### src/core/bgp_pkg.sv
package bgp_pkg;

    // Register byte offsets
    localparam logic [7:0] BGP_P0_DIR_OFF = 8'h00;
    localparam logic [7:0] BGP_P0_OUT_OFF = 8'h04;
    localparam logic [7:0] BGP_P0_IN_OFF = 8'h08;
    localparam logic [7:0] BGP_P1_DIR_OFF = 8'h0C;
    localparam logic [7:0] BGP_P1_OUT_OFF = 8'h10;
    localparam logic [7:0] BGP_P1_IN_OFF = 8'h14;
    localparam logic [7:0] BGP_P2_DIR_OFF = 8'h18;
    localparam logic [7:0] BGP_P2_OUT_OFF = 8'h1C;
    localparam logic [7:0] BGP_P2_IN_OFF = 8'h20;
    localparam logic [7:0] BGP_IRQ_STAT_OFF = 8'h24;
    localparam logic [7:0] BGP_IRQ_EN_OFF = 8'h28;
    localparam logic [7:0] BGP_IRQ_CLR_OFF = 8'h2C;

    // Port 1 layout: bits 3:0 transceiver power, bits 7:4 line detect
    localparam int BGP_P1_PWR_LSB = 0;
    localparam int BGP_P1_DET_LSB = 4;
    // Port 2 layout
    localparam int BGP_P2_USB_LSB = 0;
    localparam int BGP_P2_ROLE = 2;
    localparam int BGP_P2_LAMP = 3;
    localparam int BGP_P2_OVC_LSB = 4;
    localparam int BGP_P2_PME = 6;
    localparam int BGP_P2_WP = 7;

    // Reset values: all pins input, output latches zero
    localparam logic [7:0] BGP_DIR_RST = 8'h00;
    localparam logic [7:0] BGP_OUT_RST = 8'h00;
    localparam logic [7:0] BGP_IRQ_RST = 8'h00;

    // Port 1/2 bits that may actually be driven
    localparam logic [7:0] BGP_P1_DRV_MASK = 8'h0F;
    localparam logic [7:0] BGP_P2_DRV_MASK = 8'h8F;

    // Interrupt status layout
    localparam int BGP_EV_DET_LSB = 0;
    localparam int BGP_EV_OVC_LSB = 4;
    localparam int BGP_EV_PME = 6;
    localparam int BGP_EV_W = 7;

    typedef logic [7:0] bgp_byte_t;

endpackage

### src/core/bgp_gpio_top.sv
// Implementation choices: the placing of the registers and the APB interface to the registers.
`timescale 1ns/1ps
`default_nettype none
module bgp_gpio_top
    import bgp_pkg::*;
(
    // Clock and reset
    input wire logic pclk,
    input wire logic presetn,
    // APB slave
    input wire logic psel,
    input wire logic penable,
    input wire logic pwrite,
    input wire logic [7:0] paddr,
    input wire logic [31:0] pwdata,
    output logic [31:0] prdata,
    output logic pready,
    output logic pslverr,
    // Port 0 header pins
    input wire logic [7:0] hdr_pin_i,
    output logic [7:0] hdr_pin_o,
    output logic [7:0] hdr_pin_oe_n,
    // Port 1 transceiver power control and line detect
    input wire logic [3:0] serial_xcvr_power_ctrl_i,
    output logic [3:0] serial_xcvr_power_ctrl_o,
    output logic [3:0] serial_xcvr_power_ctrl_oe_n,
    input wire logic [3:0] serial_line_level_detect,
    // Port 2 controls
    input wire logic [1:0] usb_port_power_ctrl_i,
    output logic [1:0] usb_port_power_ctrl_o,
    output logic [1:0] usb_port_power_ctrl_oe_n,
    input wire logic card_slave_sel_i,
    output logic card_slave_sel_o,
    output logic card_slave_sel_oe_n,
    input wire logic indicator_lamp_enable_n_i,
    output logic indicator_lamp_enable_n_o,
    output logic indicator_lamp_enable_n_oe_n,
    input wire logic memory_card_write_protect_i,
    output logic memory_card_write_protect_o,
    output logic memory_card_write_protect_oe_n,
    // Port 2 status inputs
    input wire logic [1:0] usb_overcurrent_n,
    input wire logic pci_pm_event_n,
    // Interrupt
    output logic irq
);

    // Bus decode
    logic wr_acc;
    logic hit_map;
    logic [2:0] dir_we;
    logic [2:0] out_we;
    logic irq_en_we;
    logic irq_clr_we;

    // Bank views
    bgp_byte_t dir_q [3];
    bgp_byte_t out_q [3];
    bgp_byte_t in_q [3];
    bgp_byte_t pin_i [3];
    bgp_byte_t pin_o [3];
    bgp_byte_t pin_oe_n [3];

    logic [6:0] ev_stat;
    logic [6:0] ev_en;
    logic [6:0] ev_lvl;

    logic [31:0] prdata_ff;
    logic [31:0] nxt_prdata;
    logic pready_ff;
    logic pslverr_ff;
    logic nxt_slverr;

    // Exact byte-address match inside the map
    function automatic logic addr_is(input logic [7:0] a, input logic [7:0] off);
        return a == off;
    endfunction

    // A write lands only in the access cycle that completes
    assign wr_acc = psel && penable && pwrite && pready_ff;

    assign dir_we[0] = wr_acc && addr_is(paddr, BGP_P0_DIR_OFF);
    assign dir_we[1] = wr_acc && addr_is(paddr, BGP_P1_DIR_OFF);
    assign dir_we[2] = wr_acc && addr_is(paddr, BGP_P2_DIR_OFF);
    assign out_we[0] = wr_acc && addr_is(paddr, BGP_P0_OUT_OFF);
    assign out_we[1] = wr_acc && addr_is(paddr, BGP_P1_OUT_OFF);
    assign out_we[2] = wr_acc && addr_is(paddr, BGP_P2_OUT_OFF);
    assign irq_en_we = wr_acc && addr_is(paddr, BGP_IRQ_EN_OFF);
    assign irq_clr_we = wr_acc && addr_is(paddr, BGP_IRQ_CLR_OFF);

    // Gather pins into uniform banks; status lines have no driver side
    assign pin_i[0] = hdr_pin_i;
    assign pin_i[1] = {serial_line_level_detect, serial_xcvr_power_ctrl_i};
    assign pin_i[2] = {memory_card_write_protect_i, pci_pm_event_n, usb_overcurrent_n,
                       indicator_lamp_enable_n_i, card_slave_sel_i, usb_port_power_ctrl_i};

    // Port 0: all eight pins programmable
    bgp_pin_bank #(
        .DRV_MASK(8'hFF)
    ) u_bank0 (
        .pclk(pclk),
        .presetn(presetn),
        .dir_we(dir_we[0]),
        .out_we(out_we[0]),
        .wdata(pwdata[7:0]),
        .dir_q(dir_q[0]),
        .out_q(out_q[0]),
        .in_q(in_q[0]),
        .pin_i(pin_i[0]),
        .pin_o(pin_o[0]),
        .pin_oe_n(pin_oe_n[0])
    );

    // Port 1: detect bits are never driven, whatever software writes
    bgp_pin_bank #(
        .DRV_MASK(BGP_P1_DRV_MASK)
    ) u_bank1 (
        .pclk(pclk),
        .presetn(presetn),
        .dir_we(dir_we[1]),
        .out_we(out_we[1]),
        .wdata(pwdata[7:0]),
        .dir_q(dir_q[1]),
        .out_q(out_q[1]),
        .in_q(in_q[1]),
        .pin_i(pin_i[1]),
        .pin_o(pin_o[1]),
        .pin_oe_n(pin_oe_n[1])
    );

    // Port 2: overcurrent and power event bits forced to input
    bgp_pin_bank #(
        .DRV_MASK(BGP_P2_DRV_MASK)
    ) u_bank2 (
        .pclk(pclk),
        .presetn(presetn),
        .dir_we(dir_we[2]),
        .out_we(out_we[2]),
        .wdata(pwdata[7:0]),
        .dir_q(dir_q[2]),
        .out_q(out_q[2]),
        .in_q(in_q[2]),
        .pin_i(pin_i[2]),
        .pin_o(pin_o[2]),
        .pin_oe_n(pin_oe_n[2])
    );

    // Header pins
    assign hdr_pin_o = pin_o[0];
    assign hdr_pin_oe_n = pin_oe_n[0];

    // Transceiver power: 0 power save, 1 forced on; released when input
    assign serial_xcvr_power_ctrl_o = pin_o[1][BGP_P1_PWR_LSB +: 4];
    assign serial_xcvr_power_ctrl_oe_n = pin_oe_n[1][BGP_P1_PWR_LSB +: 4];

    // USB power switch: 0 off, 1 on
    assign usb_port_power_ctrl_o = pin_o[2][BGP_P2_USB_LSB +: 2];
    assign usb_port_power_ctrl_oe_n = pin_oe_n[2][BGP_P2_USB_LSB +: 2];

    // Card slot role: 0 master, 1 slave
    assign card_slave_sel_o = pin_o[2][BGP_P2_ROLE];
    assign card_slave_sel_oe_n = pin_oe_n[2][BGP_P2_ROLE];

    // Lamps lit when driven low
    assign indicator_lamp_enable_n_o = pin_o[2][BGP_P2_LAMP];
    assign indicator_lamp_enable_n_oe_n = pin_oe_n[2][BGP_P2_LAMP];

    // Write protect: 0 writable, 1 protected
    assign memory_card_write_protect_o = pin_o[2][BGP_P2_WP];
    assign memory_card_write_protect_oe_n = pin_oe_n[2][BGP_P2_WP];

    // Events: detect rise, overcurrent fall, power event fall
    assign ev_lvl = {in_q[2][BGP_P2_PME], in_q[2][BGP_P2_OVC_LSB +: 2],
                     in_q[1][BGP_P1_DET_LSB +: 4]};

    bgp_event_irq u_irq (
        .pclk(pclk),
        .presetn(presetn),
        .ev_lvl(ev_lvl),
        .ev_pol(7'h0F),
        .en_we(irq_en_we),
        .clr_we(irq_clr_we),
        .wdata(pwdata[6:0]),
        .stat_q(ev_stat),
        .en_q(ev_en),
        .irq(irq)
    );

    // Read mux and unmapped detection
    always_comb begin
        nxt_prdata = 32'h0000_0000;
        hit_map = 1'b1;
        unique case (paddr)
            BGP_P0_DIR_OFF: nxt_prdata[7:0] = dir_q[0];
            BGP_P0_OUT_OFF: nxt_prdata[7:0] = out_q[0];
            BGP_P0_IN_OFF: nxt_prdata[7:0] = in_q[0];
            BGP_P1_DIR_OFF: nxt_prdata[7:0] = dir_q[1];
            BGP_P1_OUT_OFF: nxt_prdata[7:0] = out_q[1];
            BGP_P1_IN_OFF: nxt_prdata[7:0] = in_q[1];
            BGP_P2_DIR_OFF: nxt_prdata[7:0] = dir_q[2];
            BGP_P2_OUT_OFF: nxt_prdata[7:0] = out_q[2];
            BGP_P2_IN_OFF: nxt_prdata[7:0] = in_q[2];
            BGP_IRQ_STAT_OFF: nxt_prdata[6:0] = ev_stat;
            BGP_IRQ_EN_OFF: nxt_prdata[6:0] = ev_en;
            BGP_IRQ_CLR_OFF: nxt_prdata = 32'h0000_0000;
            default: hit_map = 1'b0;
        endcase
        nxt_slverr = !hit_map || (pwrite && addr_is(paddr, BGP_IRQ_STAT_OFF));
    end

    // One wait state: ready rises in the second access cycle
    always_ff @(posedge pclk or negedge presetn) begin
        if (!presetn) begin
            pready_ff <= 1'b0;
        end else begin
            pready_ff <= psel && penable && !pready_ff;
        end
    end

    // Answer registers loaded with the ready strobe
    always_ff @(posedge pclk or negedge presetn) begin
        if (!presetn) begin
            prdata_ff <= 32'h0000_0000;
            pslverr_ff <= 1'b0;
        end else if (psel && penable && !pready_ff) begin
            prdata_ff <= pwrite ? 32'h0000_0000 : nxt_prdata;
            pslverr_ff <= nxt_slverr;
        end else begin
            pslverr_ff <= 1'b0;
        end
    end

    assign prdata = prdata_ff;
    assign pready = pready_ff;
    assign pslverr = pslverr_ff;

endmodule
`default_nettype wire

### src/core/bgp_pin_bank.sv
`timescale 1ns/1ps
`default_nettype none
// One 8-pin bank: direction, output latch, tristate drive, sampled input
module bgp_pin_bank
    import bgp_pkg::*;
#(
    parameter logic [7:0] DRV_MASK = 8'hFF
) (
    // Clock and reset
    input wire logic pclk,
    input wire logic presetn,
    // Software side
    input wire logic dir_we,
    input wire logic out_we,
    input wire logic [7:0] wdata,
    output logic [7:0] dir_q,
    output logic [7:0] out_q,
    output logic [7:0] in_q,
    // Pin side
    input wire logic [7:0] pin_i,
    output logic [7:0] pin_o,
    output logic [7:0] pin_oe_n
);

    logic [7:0] dir_ff;
    logic [7:0] out_ff;
    logic [7:0] smp_ff;
    logic [7:0] drv_ff;
    logic [7:0] oen_ff;

    // Direction latch; non-drivable bits stay input
    always_ff @(posedge pclk or negedge presetn) begin
        if (!presetn) begin
            dir_ff <= BGP_DIR_RST;
        end else if (dir_we) begin
            dir_ff <= wdata & DRV_MASK;
        end
    end

    // Output value latch
    always_ff @(posedge pclk or negedge presetn) begin
        if (!presetn) begin
            out_ff <= BGP_OUT_RST;
        end else if (out_we) begin
            out_ff <= wdata;
        end
    end

    // Pin drivers registered so ports come straight from flops
    always_ff @(posedge pclk or negedge presetn) begin
        if (!presetn) begin
            drv_ff <= BGP_OUT_RST;
            oen_ff <= ~BGP_DIR_RST;
        end else begin
            drv_ff <= out_ff;
            oen_ff <= ~dir_ff;
        end
    end

    // Input sample; output pins read back their pad level
    always_ff @(posedge pclk or negedge presetn) begin
        if (!presetn) begin
            smp_ff <= 8'h00;
        end else begin
            smp_ff <= pin_i;
        end
    end

    assign dir_q = dir_ff;
    assign out_q = out_ff;
    assign in_q = smp_ff;
    assign pin_o = drv_ff;
    assign pin_oe_n = oen_ff;

endmodule
`default_nettype wire

### src/core/bgp_event_irq.sv
`timescale 1ns/1ps
`default_nettype none
// Sticky falling/rising event capture with enable and write-one clear
module bgp_event_irq
    import bgp_pkg::*;
(
    // Clock and reset
    input wire logic pclk,
    input wire logic presetn,
    // Event levels, already sampled
    input wire logic [6:0] ev_lvl,
    input wire logic [6:0] ev_pol,
    // Software side
    input wire logic en_we,
    input wire logic clr_we,
    input wire logic [6:0] wdata,
    output logic [6:0] stat_q,
    output logic [6:0] en_q,
    output logic irq
);

    logic [6:0] prev_ff;
    logic [6:0] stat_ff;
    logic [6:0] en_ff;
    logic irq_ff;
    logic [6:0] hit;

    // Event when a level enters its active state
    assign hit = (ev_lvl ~^ ev_pol) & ~(prev_ff ~^ ev_pol);

    // Previous level resets like the input samplers feeding ev_lvl (all zero),
    // so the first real sample after reset is never taken for a falling edge; a detect line high out of reset counts as a rise
    always_ff @(posedge pclk or negedge presetn) begin
        if (!presetn) begin
            prev_ff <= BGP_IRQ_RST[6:0];
        end else begin
            prev_ff <= ev_lvl;
        end
    end

    // Sticky status; a new event wins over a clear in the same cycle
    always_ff @(posedge pclk or negedge presetn) begin
        if (!presetn) begin
            stat_ff <= BGP_IRQ_RST[6:0];
        end else begin
            stat_ff <= (stat_ff & ~(clr_we ? wdata : 7'h00)) | hit;
        end
    end

    // Enable mask
    always_ff @(posedge pclk or negedge presetn) begin
        if (!presetn) begin
            en_ff <= BGP_IRQ_RST[6:0];
        end else if (en_we) begin
            en_ff <= wdata;
        end
    end

    // Registered level interrupt
    always_ff @(posedge pclk or negedge presetn) begin
        if (!presetn) begin
            irq_ff <= 1'b0;
        end else begin
            irq_ff <= |(stat_ff & en_ff);
        end
    end

    assign stat_q = stat_ff;
    assign en_q = en_ff;
    assign irq = irq_ff;

endmodule
`default_nettype wire

### config.mk
export PLATFORM = sky130hd
export DESIGN_NAME = bgp_gpio_top
export DESIGN_NICKNAME = d
export VERILOG_FILES = /design/src/core/bgp_pkg.sv /design/src/core/bgp_gpio_top.sv /design/src/core/bgp_pin_bank.sv /design/src/core/bgp_event_irq.sv
export SDC_FILE = /design/constraint.sdc
export NUM_CORES = 1
export LEC_CHECK = 0
export BUFFER_PORTS_ARGS = -buffer_cell sky130_fd_sc_hd__buf_2
export CORE_MARGIN = 2
export CORE_UTILIZATION = 47
export DETAILED_ROUTE_END_ITERATION = 8
export GPL_TIMING_DRIVEN = 0
export PLACE_DENSITY = 0.72
export SLEW_MARGIN = 0
export SYNTH_ARGS = -nofsm -noshare
export SYNTH_HDL_FRONTEND = slang
export SYNTH_SLANG_ARGS = --single-unit
export TNS_END_PERCENT = 5
### constraint.sdc
create_clock -name pclk -period 2.1 [get_ports pclk]
set_input_delay 0.105 -clock pclk [delete_from_list [all_inputs] [get_ports pclk]]
set_output_delay 0.105 -clock pclk [all_outputs]
set_load 0.1 [all_outputs]
==> results of run 1 <==
-- routing by layer --
metal	GRT usage, %	up-vias	share of wire, %
met3	9.54	25	8.6
met2	37.8	171	46
li1	-	1732	-
met5	0	-	0
met1	31.7	1835	43
met4	11.2	0	2.5
-- critical path, cell delays in order, from the launching register on --
cell	delay (ps)
dfrtp_2	360
and4_1	350
nand2_1	170
nor2_2	620
mux2_2	410
-- what timing repair did --
item                                    in CTS  in global routing
hold buffers                                34                  0
endpoints found under the hold margin      140                  0
endpoints found under the setup margin       0                  8
gates resized for setup                      0                  1
-- through the flow --
stage | util, % | area (um^2)
3_5_place_dp | 55.0 | 5960
4_1_cts | 63.2 | 6850
5_1_grt | 63.2 | 6850
3_3_place_gp | 54.7 | 5930
2_1_floorplan | - | 5320
6_report | 63.2 | 6850
-- power groups by stage --
stage               logic (W)  clock network [W]  registers [W]
floorplan            0.000332                  0        0.00267
detailed placement   0.000546                  0        0.00263
global placement     0.000532                  0        0.00263
finish               0.000596            0.00272        0.00259
CTS                  0.000596            0.00276        0.00259
global route         0.000638            0.00291        0.00259
-- final timing paths --
path / end / cells past startpoint
worst max-delay path: u_bank1.out_q[6] / 4
worst min-delay path: pslverr / 3
worst max register to register: u_bank1.out_q[6] / 4
worst min register to register: u_bank2.pin_oe_n[2] / 1
max in group asynchronous: u_bank0.pin_oe_n[0] / 3
min in group asynchronous: u_bank0.in_q[4] / 2
-- area by class of cell --
type / instances / area [um^2]
inverters: 26 / 97.6
well taps: 140 / 175
clock buffers: 21 / 429
multi-input cells: 243 / 1680
clock inverters: 11 / 115
fillers: 858 / 3990
flip-flops and latches: 131 / 3300
plain buffers: 36 / 246
repair buffers: 122 / 810
-- cell families after synthesis --
kind of cell / Yosys count / synth area share [%]
buffers and inverters: 62 / 6.58
multiplexers: 51 / 11.3
AO/OA/AOI/OAI: 77 / 9.95
flip-flops: 131 / 63.1
other: 1 / 0.0717
AND/OR/NAND/NOR: 91 / 9.02
-- state kept, by name, indices dropped and copies added, names as in the netlist, 8 cells and up --
| name | count |
|---|---|
| u_bank1.in_q | 8 |
| u_bank0.dir_q | 8 |
| u_bank2.out_q | 8 |
| u_bank1.out_q | 8 |
| u_bank0.out_q | 8 |
| u_bank0.pin_o | 8 |
| u_bank0.pin_oe_n | 8 |
| prdata | 8 |
| u_bank0.in_q | 8 |
| u_bank2.in_q | 8 |
-- synth_stat cells, types with 2 or more instances --
library cell	n	area share (%)
nor4_1	2	0.24
dfstp_2	17	8.5
buf_2	5	0.48
buf_4	26	3.7
inv_1	26	1.9
a21oi_1	3	0.29
a211oi_1	3	0.43
a22oi_1	14	2.0
nor2_2	4	0.48
a22o_1	8	1.3
o22ai_1	3	0.36
a21o_1	2	0.29
mux2i_1	13	2.5
o21ai_0	31	3.0
nand2_1	48	3.4
nor3_1	2	0.19
nand3b_1	3	0.43
nor2_1	12	0.86
clkbuf_1	3	0.22
dfrtp_1	114	55
nand3_1	3	0.29
mux4_2	3	1.3
nor4b_1	2	0.33
a221oi_1	6	1.0
nor2b_1	4	0.48
mux2_2	35	7.5
==> metrics, run 1 <==
Netlist Area Pre-Place=5230 um^2; Power, Total=0.00591 W; Die X=110 um; fin crit share=96.6%; worst reg2reg setup slack=70 ps; H-Tree Depth=4; Synth async-reset ratio=100%; hold violation count in the final report=0; share of cells above drive strength 1=36.4%; # DRC=0; initial antenna violation count=0; row cnt=38; status=completed; Placed Instances=664; Core ar.=10800 um^2; Die Y-Extent=110 um; largest net degree at the start of global routing=73; Clock Sink Count=131; initial core utilization=48.3%; internal power=0.00441 W; required time worst endpoint=2520 ps; logic gate share of total power=10.1%; syn avg cell area=12.7 um^2; vias per inst=5.15; CP Data Arrival Time=2450 ps; number of global-route vias before repair=3904; wire length per cell=18.5 um; Sw Share=25.3%; leakage=3.38 nW; grt ovf=0; final setup skew=11.2 ps; Worst-Skew Late Latency=540 ps; ANT nets after route=0; RSZ-0062 raised after global routing=false; worst r2r src=pready; final worst path period need=2030 ps; Net Switching=0.00149 W; drt pass-1 iters=5; Post-Route WL=13.5 mm; VDD IR max=0.765 mV; via count=3763; first-pass GRT wire length=20.9 mm; Layout area overhead=30.9%; setup ws final=72.1 ps; Max clock buf depth=2; Max Clock Freq=493 MHz; Die ar.=12000 um^2; number of flops mapped to enable cells by yosys=0; Setup Buffers After CTS=0; Seq/Total Area, Yosys=63.1%; Crit Path Class=reg -> reg; worst slew pin tran=950 ps; WHS=56.6 ps; Netlist cell types=47; Flop pwr share=43.9%; drt initial violations=225; Hold Crit Class=in -> reg; ANT cells=0; Final setup viols=0; DP Wirelength=9.32 mm; Final Max Slew Viols=0; #FFs+latches synth=131; CTS buffer count=17; # Max-Cap Violations=0; hold_sp=paddr[0]; commonest cells after routing, fill and taps aside=dfrtp_1, buf_2, nand2_1, mux2_2, dlygate4sd3_1; Post-Syn Instances=413; Non-Filler Instances=730; PwrDens=862 nW/um^2; port bufs=87; startpoint types=register; Top Ports=138; CTS root buf=clkbuf_8; Worst slew margin=36.1%; Clk pwr share=46.1%; GRT Total Usage=24.9%; Critical Path Start=pready; ys flop type=dfrtp_1; pre-CTS setup slack=-366 ps; GP Congestion=0.910; commonest non-fill, non-tap cell in the layout=dfrtp_1; Final #Nets=646; setup TNS=0 ps; CTS tree=built; Reg clk slew, reported paths=60 ps; yosys warns=0; CP Capture Type=register; maximum fanout along the worst path=8
(Power assumes the default switching activity.)
==> run 2: changes to the inputs <==
- ABC_AREA: not set -> 1
==> run 2 against run 1 <==
  * Wire length fell by 2.2%
  * Final cell count rose by 20%
  * Critical path depth rose by 1
  * Global-route usage fell by 2.1 points
  * First-iteration DRC count rose by 55%
  * Synthesized cell count rose by 37%
  * Clock-buffer cell count fell by 3
  * Setup slack improved by 510 ps
  * Non-clock buffer count fell by 8
  * Final area rose by 1.1%
  * Sequential share of layout area fell by 0.56 points
  * Largest cell class unchanged
==> metrics, run 2 <==
Top Ports=138 (unchanged); Die ar.=12200 um^2 (+2.0%); syn avg cell area=9.47 um^2 (-25%); ANT nets after route=0 (unchanged); Worst-Skew Late Latency=420 ps (-120 ps); number of flops mapped to enable cells by yosys=0 (unchanged); Post-Syn Instances=564 (+37%); GP Congestion=0.935 (+2.8%); CTS tree=built; share of cells above drive strength 1=28.3% (-8.1 points); ANT cells=0 (unchanged); CTS buffer count=17 (unchanged); Worst Setup EP=u_bank0.out_q[3]; Core ar.=11000 um^2 (+1.3%); top-count cell post-synth=nand2_1; Clk pwr share=48.6% (+2.5 points); yosys warns=0 (unchanged); commonest non-fill, non-tap cell in the layout=nand2_1; maximum fanout along the worst path=10 (+2); leakage=3.48 nW (+2.9%); #FFs+latches synth=131 (unchanged); worst reg2reg setup slack=590 ps (+510 ps); worst r2r src=pready; Crit Path Class=reg -> reg; final worst path period need=1510 ps (-513 ps); DP Wirelength=9.49 mm (+1.8%); wire length per cell=15.1 um (-18%); Final #Nets=790 (+22%); row cnt=38 (unchanged); CP Capture Type=register; Reg clk slew, reported paths=60 ps (about the same); status=completed; Clock Sink Count=131 (unchanged); Layout area overhead=29.7%; startpoint types=register; Die X=111 um (+1.0%); Seq/Total Area, Yosys=61.8% (-1.3 points); Netlist Area Pre-Place=5340 um^2 (+2.1%); fin crit share=72.1% (-24 points); setup ws final=585 ps (+513 ps); Final setup viols=0 (unchanged); Critical Path Start=pready; required time worst endpoint=2420 ps (-100 ps); initial antenna violation count=0 (unchanged); grt ovf=0 (unchanged); PwrDens=867 nW/um^2 (+0.56%); Post-Route WL=13.2 mm (-2.2%); internal power=0.00448 W (+1.4%); Post-DP Area=6080 um^2 (+2.0%); worst slew pin tran=587 ps (-364 ps); # Max-Cap Violations=0 (unchanged); drt pass-1 iters=5 (unchanged); Flop pwr share=43.1% (-0.8 points); number of global-route vias before repair=4219 (+8.1%); CP Data Arrival Time=1830 ps (-620 ps); Sw Share=25.5% (+0.20 points); via count=4319 (+15%); Finished Cell Area=6930 um^2 (+1.1%); first-pass GRT wire length=21.3 mm (+1.9%); Hold Crit Class=in -> reg; GRT Total Usage=22.8% (-2.1 points); RSZ-0062 raised after global routing=false; # DRC=0 (unchanged); Net Switching=0.00153 W (+2.5%); Worst slew margin=60.9% (+25 points); initial core utilization=48.6% (+0.39 points); R2R depth=5 (+1); Final Max Slew Viols=0 (unchanged); Netlist cell types=22 (-53%); ys flop type=dfrtp_1; pre-CTS setup slack=586 ps (+951 ps); Setup Buffers After CTS=0 (unchanged); logic gate share of total power=8.4% (-1.7 points); Post-synth top cells=nand2_1, dfrtp_1, nand3_1, inv_1, nor2_1; vias per inst=4.94 (-4.1%); Synth async-reset ratio=100% (unchanged); post-synth top area cell=dfrtp_1; VDD IR max=0.654 mV (-15%); largest net degree at the start of global routing=68 (-6.8%); synth top area cells=dfrtp_1, nand2_1, dfstp_2, nand3_1, buf_4; top cell type's share of synthesized area=53.4% (-1.1 points); port bufs=89 (+2.3%); Die Y-Extent=111 um (+1.0%); H-Tree Depth=4 (unchanged); Max clock buf depth=2 (unchanged); final setup skew=8.17 ps (-3.03 ps); hold violation count in the final report=0 (unchanged); CTS root buf=clkbuf_16; Worst R2R End=u_bank0.out_q[3]; Max Clock Freq=660 MHz (+34%); commonest cells after routing, fill and taps aside=nand2_1, dfrtp_1, buf_2, nand3_1, inv_1; drt initial violations=349 (+55%)
## run 2: cell types whose count changed after synthesis, moves of 14 or more
cell	before	now
nor2_1	12	36
nand3_1	3	49
nand2_1	48	166
mux2_2	35	0
a22oi_1	14	0
inv_1	26	44
o21ai_1	0	29
## run 2: how the worst min path moves through the flow
| stage | from | endpoint | slack (ps) | cells after the start |
|---|---|---|---|---|
| CTS | penable | pready | 6 | 3 |
| floorplan | presetn | prdata[0] | -190 | 0 |
| global placement | memory_card_write_protect_i | u_bank2.in_q[7] | 210 | 1 |
| detailed placement | presetn | u_bank2.pin_o[7] | 130 | 1 |
| finish | pwrite | pslverr | 20 | 3 |
| global route | pwrite | pslverr | 10 | 3 |
## run 2: area by class of cell
| type | count | area, um^2 |
|---|---|---|
| inverter | 51 | 191 |
| clock buffer | 18 | 439 |
| timing repair buffer | 115 | 729 |
| fill | 920 | 4060 |
| multi-input combinational | 370 | 1670 |
| buffer | 35 | 267 |
| tap | 140 | 175 |
| clock inverter | 14 | 155 |
| sequential | 131 | 3300 |
## run 2: critical path, stage by stage, from the launching register on
cell,delay [ps]
dfrtp_1,370
nand2_1,90
nor2_4,340
nand3_2,210
buf_2,210
o21ai_0,190
## run 2: what timing repair did
action	CTS	global route
gates resized for setup	0	0
hold buffers	25	0
hold endpoints to repair	79	0
## run 2: routing by layer
layer | vias to the layer above | GRT usage, % | wire (um) | share of wire, %
li1 | 2058 | - | - | -
met1 | 2049 | 29.4 | 5480 | 41
met2 | 177 | 36.1 | 6310 | 48
met3 | 35 | 6.09 | 957 | 7.2
met4 | 0 | 10.5 | 476 | 3.6
met5 | - | 0 | 0 | 0
## run 2: through the flow
step	power, W	std cells	util (%)	hold WS [ps]	setup TNS, ps
after floorplan	0.00295	587	-	-191	0
after global placement	0.00308	816	55.1	213	-72220
after detailed placement	0.00310	817	55.4	126	0
after CTS	0.00605	874	63.1	5.89	0
after global routing	0.00619	874	63.1	9.77	0
final	0.00601	874	63.1	16.1	0
## run 2: kinds of logic after synthesis
| kind of cell | count (synthesis) | synth area share, % |
|---|---|---|
| DFF | 131 | 61.8 |
| other | 1 | 0.0702 |
| and+or+nand+nor | 279 | 23.0 |
| buffers and inverters | 86 | 8.57 |
| AOI/OAI and AO/OA | 67 | 6.56 |
## run 2: power groups by stage
stage / Clock [W] / Combinational, W / Sequential (W)
2_1_floorplan: 0 / 0.000289 / 0.00266
3_3_place_gp: 0 / 0.000454 / 0.00263
3_5_place_dp: 0 / 0.000467 / 0.00263
4_1_cts: 0.00296 / 0.000503 / 0.00259
5_1_grt: 0.00307 / 0.000535 / 0.00259
6_report: 0.00292 / 0.000503 / 0.00259
